`config.mk`:
```
export PLATFORM = sky130hd
export DESIGN_NAME = asu_uart
export DESIGN_NICKNAME = d
export VERILOG_FILES = /design/src/rtl/asu_pkg.sv /design/src/rtl/asu_uart.sv
export VERILOG_INCLUDE_DIRS = /design/src /design/src/rtl
export SDC_FILE = /design/constraint.sdc
export NUM_CORES = 1
export LEC_CHECK = 0
export ABC_CLOCK_PERIOD_IN_PS = 3500
export BUFFER_PORTS_ARGS = -buffer_cell sky130_fd_sc_hd__buf_4
export CAP_MARGIN = 5
export CELL_PAD_IN_SITES_DETAIL_PLACEMENT = 2
export CELL_PAD_IN_SITES_GLOBAL_PLACEMENT = 2
export CORE_MARGIN = 3
export CORE_UTILIZATION = 41
export DETAILED_ROUTE_END_ITERATION = 6
export PLACE_DENSITY = 0.89
export SLEW_MARGIN = 20
export SYNTH_ARGS = -nofsm -noshare
export SYNTH_HDL_FRONTEND = slang
export SYNTH_SLANG_ARGS = --single-unit
```
`constraint.sdc`:
```
create_clock -name clk_i -period 3.5 [get_ports clk_i]
set_input_delay 0.175 -clock clk_i [delete_from_list [all_inputs] [get_ports clk_i]]
set_output_delay 0.175 -clock clk_i [all_outputs]
set_load 0.005 [all_outputs]
```
`src/rtl/asu_cfg.svh`:
```
`ifndef ASU_CFG_SVH
`define ASU_CFG_SVH
// register addresses
`define ASU_ADDR_MODE     16'hFF70
`define ASU_ADDR_STATUS   16'hFF71
`define ASU_ADDR_SYNC     16'hFF72
`define ASU_ADDR_BAUD     16'hFF73
`define ASU_ADDR_DATA     16'hFF74
// reset values
`define ASU_RST_MODE      8'h00
`define ASU_RST_SYNC      8'h00
`define ASU_RST_BAUD      8'h00
// mode register fields
`define ASU_MODE_TXE      7
`define ASU_MODE_RXE      6
`define ASU_MODE_PAR_HI   5
`define ASU_MODE_PAR_LO   4
`define ASU_MODE_CL       3
`define ASU_MODE_SL       2
// sync register writable bits (4 and 5 reserved)
`define ASU_SYNC_MASK     8'hCF
// baud field position
`define ASU_BAUD_SEL_LO   4
// timing: last tick count of a bit (8 ticks) and of a half bit (4 ticks)
`define ASU_TICKS_BIT     3'h7
`define ASU_TICKS_HALF    3'h3
`endif

```
`src/rtl/asu_pkg.sv`:
```
package asu_pkg;
  typedef enum logic [1:0] {PAR_NONE, PAR_ZERO, PAR_ODD, PAR_EVEN} asu_par_e;
  // frame format decoded from the mode register
  typedef struct packed {
    logic     tx_en;
    logic     rx_en;
    asu_par_e par;
    logic     len8;
    logic     stop2;
  } asu_fmt_s;
  // receive error status
  typedef struct packed {
    logic parity;
    logic framing;
    logic overrun;
  } asu_err_s;
endpackage

```
`src/rtl/asu_uart.sv`:
```
`timescale 1ns/100ps
`include "asu_cfg.svh"
module asu_uart (
  // clock and reset
  input  wire logic         clk_i,
  input  wire logic         nrst_i,
  // cpu register port
  input  wire logic [15:0]  addr_i,
  input  wire logic         wr_i,
  input  wire logic         rd_i,
  input  wire logic [7:0]   wdata_i,
  output logic [7:0]        rdata_o,
  output logic              tx_space_o,
  // events
  output logic              tx_done_irq_o,
  output logic              tx_done_flag_o,
  output logic              rx_done_irq_o,
  // serial pins
  input  wire logic         rx_line_pin_i,
  output logic              txd_o
);
  import asu_pkg::*;

  typedef enum logic [2:0] {TX_IDLE, TX_START, TX_DATA, TX_PAR, TX_STOP1, TX_STOP2} asu_tx_e;
  typedef enum logic [2:0] {RX_IDLE, RX_START, RX_DATA, RX_PAR, RX_STOP} asu_rx_e;

  // ----------------------------------------------------------------
  // functions
  // ----------------------------------------------------------------
  // parity bit to send, or expected on receive, for a character
  function automatic logic par_bit(input logic [7:0] d, input asu_par_e p, input logic len8);
    logic ones;
    ones = ^{d[7] & len8, d[6:0]};
    case (p)
      PAR_EVEN: par_bit = ones;
      PAR_ODD:  par_bit = ~ones;
      default:  par_bit = 1'b0;
    endcase
  endfunction

  // ----------------------------------------------------------------
  // registers
  // ----------------------------------------------------------------
  logic [7:0]  mode_ff;
  logic [7:0]  sync_serial_mode_control_ff;
  logic [7:0]  baud_divider_ff;
  logic [7:0]  rx_buffer_ff;
  asu_err_s    rx_error_status_ff;
  logic        rx_unread_ff;
  asu_fmt_s    fmt;
  logic        wr_mode;
  logic        wr_data;
  logic        rd_data;

  assign fmt = '{tx_en: mode_ff[`ASU_MODE_TXE],
                 rx_en: mode_ff[`ASU_MODE_RXE],
                 par:   asu_par_e'(mode_ff[`ASU_MODE_PAR_HI:`ASU_MODE_PAR_LO]),
                 len8:  mode_ff[`ASU_MODE_CL],
                 stop2: mode_ff[`ASU_MODE_SL]};
  assign wr_mode   = wr_i && (addr_i == `ASU_ADDR_MODE);
  assign wr_data   = wr_i && (addr_i == `ASU_ADDR_DATA);
  assign rd_data   = rd_i && (addr_i == `ASU_ADDR_DATA);

  // configuration writes; low bits of mode and baud are fixed zero
  always_ff @(posedge clk_i or negedge nrst_i) begin
    if (!nrst_i) begin
      mode_ff                     <= `ASU_RST_MODE;
      sync_serial_mode_control_ff <= `ASU_RST_SYNC;
      baud_divider_ff             <= `ASU_RST_BAUD;
    end else if (wr_i) begin
      if (wr_mode)
        mode_ff <= {wdata_i[7:2], 2'b00};
      if (addr_i == `ASU_ADDR_SYNC)
        sync_serial_mode_control_ff <= wdata_i & `ASU_SYNC_MASK;
      if (addr_i == `ASU_ADDR_BAUD)
        baud_divider_ff <= {wdata_i[7:4], 4'h0};
    end
  end

  // read data is registered, one cycle after the strobe
  always_ff @(posedge clk_i or negedge nrst_i) begin
    if (!nrst_i) begin
      rdata_o <= 8'h00;
    end else if (rd_i) begin
      case (addr_i)
        `ASU_ADDR_MODE:   rdata_o <= mode_ff;
        `ASU_ADDR_STATUS: rdata_o <= {5'h00, rx_error_status_ff};
        `ASU_ADDR_SYNC:   rdata_o <= sync_serial_mode_control_ff;
        `ASU_ADDR_BAUD:   rdata_o <= baud_divider_ff;
        `ASU_ADDR_DATA:   rdata_o <= rx_buffer_ff;
        default:          rdata_o <= 8'h00;
      endcase
    end
  end

  // ----------------------------------------------------------------
  // baud tick: one pulse every 2^(n+1) clocks, n = field + 1
  // ----------------------------------------------------------------
  logic [9:0] pre_ff;
  logic [9:0] pre_mask;
  logic       tick;

  assign pre_mask = 10'((11'h004 << baud_divider_ff[6:4]) - 11'h001);
  assign tick     = ((pre_ff & pre_mask) == pre_mask);

  // free-running prescaler; divider writes mid-frame disturb timing
  always_ff @(posedge clk_i or negedge nrst_i) begin
    if (!nrst_i)
      pre_ff <= 10'h000;
    else
      pre_ff <= pre_ff + 10'h001;
  end

  // ----------------------------------------------------------------
  // transmit buffer: two entries between cpu writes and shifter
  // ----------------------------------------------------------------
  logic [7:0] tbuf_mem [0:1];
  logic       tbuf_wp_ff;
  logic       tbuf_rp_ff;
  logic [1:0] tbuf_cnt_ff;
  logic       tbuf_push;
  logic       tbuf_pop;
  logic       tbuf_valid;

  assign tbuf_valid = (tbuf_cnt_ff != 2'h0);
  assign tbuf_push  = wr_data && tx_space_o;   // a write with no space is dropped
  // pointers and occupancy; space flag kept as its own flip-flop
  always_ff @(posedge clk_i or negedge nrst_i) begin
    if (!nrst_i) begin
      tbuf_wp_ff  <= 1'b0;
      tbuf_rp_ff  <= 1'b0;
      tbuf_cnt_ff <= 2'h0;
      tx_space_o  <= 1'b1;
    end else begin
      if (tbuf_push)
        tbuf_wp_ff <= ~tbuf_wp_ff;
      if (tbuf_pop)
        tbuf_rp_ff <= ~tbuf_rp_ff;
      case ({tbuf_push, tbuf_pop})
        2'b10: begin
          tbuf_cnt_ff <= tbuf_cnt_ff + 2'h1;
          tx_space_o  <= (tbuf_cnt_ff == 2'h0);
        end
        2'b01: begin
          tbuf_cnt_ff <= tbuf_cnt_ff - 2'h1;
          tx_space_o  <= 1'b1;
        end
        default: begin
          tbuf_cnt_ff <= tbuf_cnt_ff;
          tx_space_o  <= tx_space_o;
        end
      endcase
    end
  end

  // storage has no reset: contents matter only while counted valid
  always_ff @(posedge clk_i) begin
    if (tbuf_push)
      tbuf_mem[tbuf_wp_ff] <= wdata_i;
  end

  // ----------------------------------------------------------------
  // transmitter
  // ----------------------------------------------------------------
  asu_tx_e    tx_st_ff;
  logic [7:0] tx_shift_reg_ff;
  logic [2:0] tx_sub_ff;
  logic [2:0] tx_bit_ff;
  logic       tx_par_ff;
  logic       tx_bit_end;

  assign tx_bit_end = tick && (tx_sub_ff == `ASU_TICKS_BIT);
  assign tbuf_pop   = (tx_st_ff == TX_IDLE) && fmt.tx_en && tbuf_valid;

  // frame sequencer; clearing transmit enable aborts to idle high
  always_ff @(posedge clk_i or negedge nrst_i) begin
    if (!nrst_i) begin
      tx_st_ff        <= TX_IDLE;
      tx_shift_reg_ff <= 8'hFF;
      tx_sub_ff       <= 3'h0;
      tx_bit_ff       <= 3'h0;
      tx_par_ff       <= 1'b0;
      txd_o           <= 1'b1;
      tx_done_irq_o   <= 1'b0;
    end else begin
      tx_done_irq_o <= 1'b0;
      if (tick)
        tx_sub_ff <= tx_sub_ff + 3'h1;
      if (!fmt.tx_en) begin
        tx_st_ff <= TX_IDLE;
        txd_o    <= 1'b1;
      end else begin
        case (tx_st_ff)
          TX_IDLE: begin
            txd_o <= 1'b1;
            if (tbuf_valid) begin
              tx_shift_reg_ff <= tbuf_mem[tbuf_rp_ff];
              tx_par_ff       <= par_bit(tbuf_mem[tbuf_rp_ff], fmt.par, fmt.len8);
              tx_sub_ff       <= 3'h0;
              tx_st_ff        <= TX_START;
              txd_o           <= 1'b0;
            end
          end
          TX_START: begin
            if (tx_bit_end) begin
              tx_st_ff  <= TX_DATA;
              tx_bit_ff <= 3'h0;
              txd_o     <= tx_shift_reg_ff[0];
            end
          end
          TX_DATA: begin
            if (tx_bit_end) begin
              tx_shift_reg_ff <= {1'b1, tx_shift_reg_ff[7:1]};
              tx_bit_ff       <= tx_bit_ff + 3'h1;
              if (tx_bit_ff == (fmt.len8 ? 3'h7 : 3'h6)) begin
                if (fmt.par == PAR_NONE) begin
                  tx_st_ff <= TX_STOP1;
                  txd_o    <= 1'b1;
                end else begin
                  tx_st_ff <= TX_PAR;
                  txd_o    <= tx_par_ff;
                end
              end else begin
                txd_o <= tx_shift_reg_ff[1];
              end
            end
          end
          TX_PAR: begin
            if (tx_bit_end) begin
              tx_st_ff <= TX_STOP1;
              txd_o    <= 1'b1;
            end
          end
          TX_STOP1: begin
            if (tx_bit_end) begin
              tx_st_ff      <= fmt.stop2 ? TX_STOP2 : TX_IDLE;
              tx_done_irq_o <= !fmt.stop2;
            end
          end
          TX_STOP2: begin
            if (tx_bit_end) begin
              tx_st_ff      <= TX_IDLE;
              tx_done_irq_o <= 1'b1;
            end
          end
          default: begin
            tx_st_ff <= TX_IDLE;
            txd_o    <= 1'b1;
          end
        endcase
      end
    end
  end

  // sticky completion flag; a new data write clears it, the set wins
  always_ff @(posedge clk_i or negedge nrst_i) begin
    if (!nrst_i)
      tx_done_flag_o <= 1'b0;
    else if (tx_done_irq_o)
      tx_done_flag_o <= 1'b1;
    else if (wr_data)
      tx_done_flag_o <= 1'b0;
  end

  // ----------------------------------------------------------------
  // receive pin synchroniser
  // ----------------------------------------------------------------
  logic rx_meta_ff;
  logic rx_sync_ff;

  always_ff @(posedge clk_i or negedge nrst_i) begin
    if (!nrst_i) begin
      rx_meta_ff <= 1'b1;
      rx_sync_ff <= 1'b1;
    end else begin
      rx_meta_ff <= rx_line_pin_i;
      rx_sync_ff <= rx_meta_ff;
    end
  end

  // ----------------------------------------------------------------
  // receiver
  // ----------------------------------------------------------------
  asu_rx_e    rx_st_ff;
  logic [7:0] rx_shift_ff;
  logic [2:0] rx_cnt_ff;
  logic [2:0] rx_bit_ff;
  logic       rx_pe_ff;
  logic       rx_fin;
  logic       rx_fin_ff;
  logic       rx_sample;
  logic       rx_par_err;

  assign rx_sample  = tick && (rx_cnt_ff == `ASU_TICKS_BIT);
  assign rx_fin     = (rx_st_ff == RX_STOP) && rx_sample && fmt.rx_en;
  assign rx_par_err = rx_pe_ff && (fmt.par != PAR_NONE) && (fmt.par != PAR_ZERO);

  // start detection and bit sampling at mid-bit
  always_ff @(posedge clk_i or negedge nrst_i) begin
    if (!nrst_i) begin
      rx_st_ff    <= RX_IDLE;
      rx_shift_ff <= 8'h00;
      rx_cnt_ff   <= 3'h0;
      rx_bit_ff   <= 3'h0;
      rx_pe_ff    <= 1'b0;
    end else if (!fmt.rx_en) begin
      rx_st_ff <= RX_IDLE;
    end else begin
      if (tick)
        rx_cnt_ff <= rx_cnt_ff + 3'h1;
      case (rx_st_ff)
        RX_IDLE: begin
          if (!rx_sync_ff) begin
            rx_st_ff  <= RX_START;
            rx_cnt_ff <= 3'h0;
          end
        end
        RX_START: begin
          if (tick && (rx_cnt_ff == `ASU_TICKS_HALF)) begin
            rx_cnt_ff   <= 3'h0;
            rx_bit_ff   <= 3'h0;
            rx_shift_ff <= 8'h00;
            rx_st_ff    <= rx_sync_ff ? RX_IDLE : RX_DATA;
          end
        end
        RX_DATA: begin
          if (rx_sample) begin
            rx_shift_ff[rx_bit_ff] <= rx_sync_ff;
            rx_bit_ff              <= rx_bit_ff + 3'h1;
            if (rx_bit_ff == (fmt.len8 ? 3'h7 : 3'h6))
              rx_st_ff <= (fmt.par == PAR_NONE) ? RX_STOP : RX_PAR;
          end
        end
        RX_PAR: begin
          if (rx_sample) begin
            rx_pe_ff <= rx_sync_ff ^ par_bit(rx_shift_ff, PAR_EVEN, 1'b1)
                        ^ (fmt.par == PAR_ODD);
            rx_st_ff <= RX_STOP;
          end
        end
        RX_STOP: begin
          if (rx_sample) begin
            rx_st_ff <= RX_IDLE;
            rx_pe_ff <= 1'b0;
          end
        end
        default: rx_st_ff <= RX_IDLE;
      endcase
    end
  end

  // frame end: copy to buffer, errors replace old status, set beats read clear
  always_ff @(posedge clk_i or negedge nrst_i) begin
    if (!nrst_i) begin
      rx_buffer_ff       <= 8'h00;
      rx_error_status_ff <= '0;
      rx_unread_ff       <= 1'b0;
    end else if (rx_fin) begin
      rx_buffer_ff               <= rx_shift_ff;
      rx_error_status_ff.parity  <= rx_par_err;
      rx_error_status_ff.framing <= !rx_sync_ff;
      rx_error_status_ff.overrun <= rx_unread_ff;
      rx_unread_ff               <= 1'b1;
    end else if (rd_data) begin
      rx_error_status_ff <= '0;
      rx_unread_ff       <= 1'b0;
    end
  end

  // the interrupt follows one cycle later and needs receive enable still set,
  // giving the late-disable window where the buffer changes without an irq
  always_ff @(posedge clk_i or negedge nrst_i) begin
    if (!nrst_i) begin
      rx_fin_ff     <= 1'b0;
      rx_done_irq_o <= 1'b0;
    end else begin
      rx_fin_ff     <= rx_fin;
      rx_done_irq_o <= rx_fin_ff && fmt.rx_en;
    end
  end

endmodule // asu_uart

```
==> flow_summary_export.csv, run 1 <==
group,metric,value,unit
global_routing,initial_antenna_violation_count,0,
logic_synthesis,synth_sequential_area_ratio,51.14,%
logic_synthesis,netlist_area,5519,um^2
placement,hpwl,11880,um
job,timing.max_cap.violations,0,
timing,post-route-period-util,88.33,%
timing,period_needed,3.092,ns
route,drc_errors,0,
setup_path,critical_path_class,"flop to flop",
timing,setup_total_negative_slack,0,ns
clock_network,post_cts_resized,0,
setup_path,timing.critical_path.required,3.74,ns
route,finalWirelength,17440,um
route,via_count,4104,
logic_synthesis,avgSynthCellArea,11.36,um^2
clock_network,tritoncts,"built",
finish,final_design_area_no_fill,6312,um^2
clock_network,cts_setup_buffers,0,
timing,report.final.hold_viol_count,0,
finish,syn_to_final_growth,14.37,%
global_routing,first_global_vias,4634,
placement,dp_cells,685,
setup_path,cpMaxStageDelayCell,"sky130_fd_sc_hd__nor4_2",
finish,post_layout_nonfiller_instances,704,
floorplan,die-height,122.0,um
finish,antenna_cells_inserted,0,
floorplan,design.portCount,42,
status,outcome,"finished clean",
route,route.detailed.wl_per_inst,24.77,um
clock_network,clockRootBuffer,"sky130_fd_sc_hd__clkbuf_16",
finish,num-fill-cells,1288,
setup_path,cp_slowest_stage_delay,0.66,ns
timing,maxSlewHeadroom,36.81,%
logic_synthesis,yosys-top-cells-area,"sky130_fd_sc_hd__dfrtp_1 37%, sky130_fd_sc_hd__edfxtp_1 8.7%, sky130_fd_sc_hd__mux2_2 7.5%",
logic_synthesis,postSynthCellCount,486,
timing,final_setup_violation_count,0,
placement,port_buffers,41,
power,power.leakage,2.664,nW
floorplan,initial_core_util,42.86,%
logic_synthesis,post-synth-top-area-cell,"sky130_fd_sc_hd__dfrtp_1",
global_routing,globalRouteTotalUtil,24.87,%
power,ir_drop,0.0003930,V
floorplan,rows,41,
route,first_pass_iters,5,
clock_network,ctsLongestPathBuffers,2,
setup_path,cp-start-kind,"flop",
setup_path,cp_num_buf_inv,0,
setup_path,crit_path_capture_type,"flop",
global_routing,grt_max_degree,36,
clock_network,h_tree_levels,3,
logic_synthesis,ys.warnings.count,0,
floorplan,fp.dieArea,14890,um^2
logic_synthesis,synth_top_area_share,36.73,%
timing,setup_repair_after_global_routing_missed_its_margin,"false",
logic_synthesis,synth-edff-count,16,
timing,finClkSkew,0.01109,ns
finish,post_route_cells_drive_above_1_share,25.00,%
route,drt.antenna.violating_nets,0,
route,drt_iter0_markers,302,
clock_network,cts_made_buffers,9,
clock_network,cts_hold_buffers,2,
logic_synthesis,synthFlopType,"sky130_fd_sc_hd__dfrtp_1",
power,cellPowerDensity,385.3,nW/um^2
timing,fmax,323.5,MHz
setup_path,cp.arrival,3.33,ns
worst_hold_path,hold_class,"input port to flop",
setup_path,worst-path-max-fanout,13,
clock_network,clock_sinks,109,
setup_path,timing.critical_path.cells,"or3_1 > ha_1 > o21ai_0 > a21oi_1 > o211ai_2 > nor4_2 > nand3_1 > mux2_2",
timing,drv_slew,0,
logic_synthesis,number_of_distinct_library_cells_after_synthesis,68,
logic_synthesis,asyncSetResetFlopFracSynth,85.32,%
setup_path,worst_path_dominant_cell_family,"simple AND/OR/NAND/NOR gates",
power,report.power.total,2.432,mW
placement,routabilityCongestion,0.8248,
floorplan,floorplan.core_area,12880,um^2
timing,tightest_slew,0.9451,ns
logic_synthesis,synth.ff_latch_count,109,
route,viasPerCell,5.830,
logic_synthesis,syn_nets,525,
clock_network,clk_latency,0.37,ns
placement,placed_instance_area,5991,um^2
floorplan,chipWidth,122.0,um
finish,design.final.nets,566,
clock_network,clk_slew_on_worst_s_h_paths,0.08,ns
global_routing,grt_pass1_wl,27610,um
global_routing,grt_overflow_total,0,
timing,hold_ws,0.01223,ns
-- routing by layer --
metal / vias to the layer above / wire length [um] / global-route usage, %
met3: 34 / 507 / 5.014
met1: 2176 / 6932 / 28.98
met5: - / 0 / 0
met2: 69 / 9548 / 45.37
met4: 0 / 447 / 8.613
li1: 1825 / - / -
-- cells in the final DEF, fill, tap and decap left out, types with 5 or more instances in the layout --
cell,n
sky130_fd_sc_hd__nand3_1,20
sky130_fd_sc_hd__dfrtp_1,81
sky130_fd_sc_hd__a211oi_1,5
sky130_fd_sc_hd__ha_1,10
sky130_fd_sc_hd__buf_4,47
sky130_fd_sc_hd__inv_1,23
sky130_fd_sc_hd__nor3_1,5
sky130_fd_sc_hd__mux2_2,37
sky130_fd_sc_hd__xnor2_1,23
sky130_fd_sc_hd__a222oi_1,8
sky130_fd_sc_hd__a21oi_1,8
sky130_fd_sc_hd__and3_1,5
sky130_fd_sc_hd__xor2_1,9
sky130_fd_sc_hd__edfxtp_1,16
sky130_fd_sc_hd__nor2_1,24
sky130_fd_sc_hd__o21ai_0,22
sky130_fd_sc_hd__nor2b_1,12
sky130_fd_sc_hd__o22ai_1,11
sky130_fd_sc_hd__dfstp_2,12
sky130_fd_sc_hd__clkbuf_16,9
sky130_fd_sc_hd__mux2i_1,16
sky130_fd_sc_hd__nand2_1,40
sky130_fd_sc_hd__nand2b_1,5
-- area by class of cell --
| class | count | area, um^2 | area share (%) |
|---|---|---|---|
| inverters | 23 | 86.33 | 1.368 |
| clock buffers | 11 | 232.7 | 3.687 |
| well taps | 172 | 215.2 | 3.409 |
| multi-input cells | 334 | 2514 | 39.82 |
| repair buffers | 50 | 382.9 | 6.065 |
| clock inverters | 5 | 58.81 | 0.9316 |
| flip-flops and latches | 109 | 2823 | 44.72 |
-- metrics by stage --
stage	util, %	setup slack, ns
3_3_place_gp	46.53	0.6687
2_1_floorplan	-	0.9013
4_1_cts	48.95	0.4046
6_report	49.02	0.4083
5_1_grt	49.02	0.1894
3_5_place_dp	46.53	0.5050
-- sequential cells by signal, summed over array words and instances (netlist names), 4 cells and up --
name,cells
baud_divider_ff,4
tbuf_mem,16
mode_ff,6
rdata_o,8
tx_shift_reg_ff,8
sync_serial_mode_control_ff,6
rx_shift_ff,8
pre_ff,9
rx_buffer_ff,8
-- worst paths after layout --
path,slack (ns),to,start,cells after the start
setup / recovery,0.41,rx_shift_ff[2]$_DFFE_PN0P_,baud_divider_ff[6]$_DFFE_PN0P_,8
hold / removal,0.01,tbuf_mem[0][0]$_DFFE_PP_,wdata_i[0],1
setup reg to reg,0.41,rx_shift_ff[2]$_DFFE_PN0P_,baud_divider_ff[6]$_DFFE_PN0P_,8
hold reg to reg,0.36,rx_sync_ff$_DFF_PN1_,rx_meta_ff$_DFF_PN1_,0
max in group asynchronous,2.30,rx_meta_ff$_DFF_PN1_,nrst_i,3
min in group asynchronous,0.31,tx_bit_ff[0]$_DFFE_PN0P_,nrst_i,2
-- power breakdown --
part	switching (mW)	internal, mW
Sequential	0.00550	1.29
Clock	0.498	0.559
Combinational	0.0468	0.0314
-- cell families after synthesis --
logic type / count (synthesis) / share of synthesized area, %
AOI/OAI and AO/OA: 83 / 10.84
xor gates and xnor gates: 33 / 5.486
and+or+nand+nor: 154 / 16.30
muxes: 54 / 10.66
adders and majority gates: 10 / 2.267
buffers and inverters: 43 / 3.310
DFF: 109 / 51.14
-- cells in the mapped netlist (5+ instances only) --
master / count
sky130_fd_sc_hd__a211oi_1: 5
sky130_fd_sc_hd__a21oi_1: 8
sky130_fd_sc_hd__a222oi_1: 8
sky130_fd_sc_hd__and3_1: 5
sky130_fd_sc_hd__clkbuf_1: 14
sky130_fd_sc_hd__dfrtp_1: 81
sky130_fd_sc_hd__dfstp_2: 12
sky130_fd_sc_hd__edfxtp_1: 16
sky130_fd_sc_hd__ha_1: 10
sky130_fd_sc_hd__inv_1: 23
sky130_fd_sc_hd__mux2_2: 37
sky130_fd_sc_hd__mux2i_1: 16
sky130_fd_sc_hd__nand2_1: 40
sky130_fd_sc_hd__nand2b_1: 5
sky130_fd_sc_hd__nand3_1: 20
sky130_fd_sc_hd__nor2_1: 24
sky130_fd_sc_hd__nor2b_1: 12
sky130_fd_sc_hd__nor3_1: 5
sky130_fd_sc_hd__o21ai_0: 22
sky130_fd_sc_hd__o22ai_1: 11
sky130_fd_sc_hd__xnor2_1: 23
sky130_fd_sc_hd__xor2_1: 9
Power figures use the tool's default switching activity.
==> run 2: changes to the inputs <==
- ABC_AREA: not set -> 1
- BUFFER_PORTS_ARGS: -buffer_cell sky130_fd_sc_hd__buf_4 -> not set
- CORE_UTILIZATION: 41 -> 38
- DONT_BUFFER_PORTS: not set -> 1
- PLACE_DENSITY: 0.89 -> 0.88
==> run 2 against run 1 <==
Against the previous run:
- synthesized cell count up 44%
- die area up 10%
- clock power about the same
- largest power group unchanged
==> flow_summary_export.csv, run 2 <==
group,metric,value,unit
timing,setup_repair_after_global_routing_missed_its_margin,"false",
logic_synthesis,avgSynthCellArea,8.124,um^2
worst_hold_path,number_of_stages_on_the_worst_hold_path,2,
logic_synthesis,asyncSetResetFlopFracSynth,85.32,%
power,cellPowerDensity,383.0,nW/um^2
global_routing,initial_antenna_violation_count,0,
global_routing,grt_overflow_total,0,
logic_synthesis,synth_commonest_cells,"204 x sky130_fd_sc_hd__nand2_1, 86 x sky130_fd_sc_hd__inv_1, 81 x sky130_fd_sc_hd__dfrtp_1",
finish,largest_registers,"tbuf_mem (16), pre_ff (9)",
clock_network,clk_latency,0.37,ns
setup_path,crit_path_capture_type,"flop",
logic_synthesis,netlist_area,5670,um^2
global_routing,grt_max_degree,94,
logic_synthesis,synth_sequential_area_ratio,49.78,%
finish,syn_to_final_growth,10.57,%
route,viasPerCell,5.298,
setup_path,r2r_end,"rx_buffer_ff[6]$_DFFE_PN0P_",
route,first_pass_iters,4,
logic_synthesis,postSynthCellCount,698,
finish,ff_latch_area,2823,um^2
global_routing,grt_pass1_wl,29150,um
timing,maxSlewHeadroom,47.19,%
floorplan,rows,44,
logic_synthesis,synthFlopType,"sky130_fd_sc_hd__dfrtp_1",
setup_path,regToRegStartpoint,"baud_divider_ff[5]$_DFFE_PN0P_",
placement,hpwl,12950,um
finish,most-common-layout-cells,"204 x sky130_fd_sc_hd__nand2_1, 86 x sky130_fd_sc_hd__inv_1, 81 x sky130_fd_sc_hd__dfrtp_1",
status,outcome,"finished clean",
finish,final_design_area_no_fill,6270,um^2
placement,place_ws,0.8868,ns
clock_network,cts_setup_buffers,0,
route,finalWirelength,17590,um
clock_network,h_tree_levels,3,
logic_synthesis,synth-edff-count,16,
power,power.leakage,2.980,nW
floorplan,floorplan.core_area,14590,um^2
worst_hold_path,hold_class,"input port to flop",
timing,setup_total_negative_slack,0,ns
clock_network,cts_made_buffers,9,
finish,post_layout_nonfiller_instances,898,
timing,finClkSkew,0.01101,ns
route,drc_errors,0,
setup_path,worst-path-max-fanout,13,
logic_synthesis,post-synth-top-count-cell,"sky130_fd_sc_hd__nand2_1",
logic_synthesis,synth.ff_latch_count,109,
floorplan,chipWidth,128.2,um
placement,port_buffers,0,
logic_synthesis,synth_top_area_share,35.75,%
clock_network,clock_sinks,109,
floorplan,design.portCount,42,
finish,multi_input_comb_area,2439,um^2
floorplan,initial_core_util,38.87,%
worst_hold_path,hold_path.startpoint,"rd_i",
worst_hold_path,worst_hold_path_ep,"rdata_o[1]$_DFFE_PN0P_",
finish,antenna_cells_inserted,0,
clock_network,tritoncts,"built",
floorplan,fp.dieArea,16420,um^2
setup_path,setup.reg_to_reg.worst_slack,0.77,ns
setup_path,timing.critical_path.required,3.80,ns
setup_path,cp.arrival,3.03,ns
logic_synthesis,number_of_distinct_library_cells_after_synthesis,37,
finish,max_flop_register,"tbuf_mem",
route,route.detailed.wl_per_inst,19.59,um
route,drt_iter0_markers,162,
setup_path,cp-start-kind,"flop",
route,drt.antenna.violating_nets,0,
finish,layout.cells.most_common,"sky130_fd_sc_hd__nand2_1",
global_routing,first_global_vias,5409,
timing,tightest_slew,0.7893,ns
clock_network,clk_slew_on_worst_s_h_paths,0.08,ns
finish,design.final.nets,748,
global_routing,globalRouteTotalUtil,22.81,%
timing,report.final.hold_viol_count,0,
logic_synthesis,post-synth-top-area-cell,"sky130_fd_sc_hd__dfrtp_1",
timing,drv_slew,0,
route,via_count,4758,
placement,placed_instance_area,5841,um^2
setup_path,rr_worst_depth,15,
floorplan,die-height,128.2,um
timing,final_setup_violation_count,0,
setup_path,critical_path_class,"flop to flop",
timing,final.setup.worst_slack,0.7703,ns
logic_synthesis,ys.warnings.count,0,
logic_synthesis,yosys-top-cells-area,"sky130_fd_sc_hd__dfrtp_1 36%, sky130_fd_sc_hd__nand2_1 14%, sky130_fd_sc_hd__edfxtp_1 8.5%",
placement,dp_cells,870,
finish,num-fill-cells,1633,
power,ir_drop,0.0003222,V
logic_synthesis,syn_nets,737,
job,timing.max_cap.violations,0,
clock_network,clockRootBuffer,"sky130_fd_sc_hd__clkbuf_16",
placement,routabilityCongestion,0.8460,
clock_network,ctsLongestPathBuffers,2,
timing,fmax,366.3,MHz
finish,post_route_cells_drive_above_1_share,8.964,%
timing,post-route-period-util,77.99,%
timing,period_needed,2.730,ns
finish,largest_reg_flops,16,
[run 2: cell types whose count changed in the layout (fill, tap and decap cells not counted), moves of 12 or more]
cell and delta:
sky130_fd_sc_hd__nand2_1 +164, sky130_fd_sc_hd__nor2_1 +17, sky130_fd_sc_hd__xnor2_1 -15, sky130_fd_sc_hd__nor2b_1 -12, sky130_fd_sc_hd__buf_4 -46, sky130_fd_sc_hd__mux2i_1 -15, sky130_fd_sc_hd__o21ai_0 +37, sky130_fd_sc_hd__inv_1 +63
sky130_fd_sc_hd__o21ai_1 +14, sky130_fd_sc_hd__nand3_1 +38, sky130_fd_sc_hd__mux2_2 -35
[run 2: area by class of cell]
cell class,count,share of cell area (%)
flip-flops and latches,109,45.02
multi-input cells,485,38.89
inverters,91,5.448
well taps,184,3.672
clock buffers,9,3.592
repair buffers,13,2.315
clock inverters,7,1.058
[run 2: through the flow]
step | hold slack [ns] | util (%) | power, mW
floorplan | -0.1206 | - | 1.339
global placement | -0.1162 | 40.03 | 1.344
detailed placement | -0.1153 | 40.03 | 1.349
CTS | 0.0007050 | 42.98 | 2.423
global route | 0.02174 | 42.98 | 2.489
finish | 0.01716 | 42.98 | 2.401
[run 2: routing by layer]
layer | vias to the layer above | GRT usage, % | routed length (um)
met5 | - | 0 | 0
met2 | 55 | 40.88 | 9134
li1 | 2257 | - | -
met4 | 0 | 6.617 | 300
met3 | 23 | 3.583 | 391
met1 | 2423 | 28.32 | 7767
[run 2: how the worst max path moves through the flow]
stage	start	to	slack [ns]	cells past startpoint
3_5_place_dp	baud_divider_ff[6]$_DFFE_PN0P_	rx_buffer_ff[6]$_DFFE_PN0P_	0.89	15
2_1_floorplan	baud_divider_ff[5]$_DFFE_PN0P_	rx_error_status_ff[2]$_DFFE_PN0P_	1.42	15
4_1_cts	baud_divider_ff[5]$_DFFE_PN0P_	rx_buffer_ff[6]$_DFFE_PN0P_	0.78	15
5_1_grt	baud_divider_ff[5]$_DFFE_PN0P_	rx_buffer_ff[3]$_DFFE_PN0P_	0.49	15
6_report	baud_divider_ff[5]$_DFFE_PN0P_	rx_buffer_ff[6]$_DFFE_PN0P_	0.77	15
3_3_place_gp	baud_divider_ff[6]$_DFFE_PN0P_	tx_shift_reg_ff[7]$_DFFE_PN1P_	1.09	13
[run 2: cell families after synthesis]
logic type                 count (synthesis)  share of synthesized area [%]
and+or+nand+nor                          354                          27.45
muxes                                      3                         0.5737
DFF                                      109                          49.78
xor gates and xnor gates                  26                          4.016
buffers and inverters                    104                          7.215
adders and majority gates                 10                          2.207
AOI/OAI and AO/OA                         92                          8.760
[run 2: what timing repair did]
item / in CTS / in global routing
gates resized for setup: 0 / 0
hold buffers: 12 / 0
endpoints found under the hold margin: 119 / 0
[run 2: where the power goes]
part / internal [mW] / switching, mW / total (mW)
registers: 1.29 / 0.00567 / 1.30
clock network: 0.501 / 0.539 / 1.04
logic: 0.0195 / 0.0449 / 0.0644
[run 2: worst max-delay path, cell delays in order (launching register included)]
cell,delay [ns]
sky130_fd_sc_hd__dfrtp_1,0.47
sky130_fd_sc_hd__nor2_2,0.18
sky130_fd_sc_hd__nand2_2,0.09
sky130_fd_sc_hd__ha_1,0.29
sky130_fd_sc_hd__inv_1,0.04
sky130_fd_sc_hd__nand2_1,0.08
sky130_fd_sc_hd__nand2_1,0.06
sky130_fd_sc_hd__nor2_1,0.11
sky130_fd_sc_hd__nand3_1,0.11
sky130_fd_sc_hd__nor2_2,0.16
sky130_fd_sc_hd__nand3_4,0.13
sky130_fd_sc_hd__nor2_2,0.13
sky130_fd_sc_hd__nand2_1,0.31
sky130_fd_sc_hd__inv_2,0.31
sky130_fd_sc_hd__nand2_1,0.10
sky130_fd_sc_hd__nand2_1,0.07
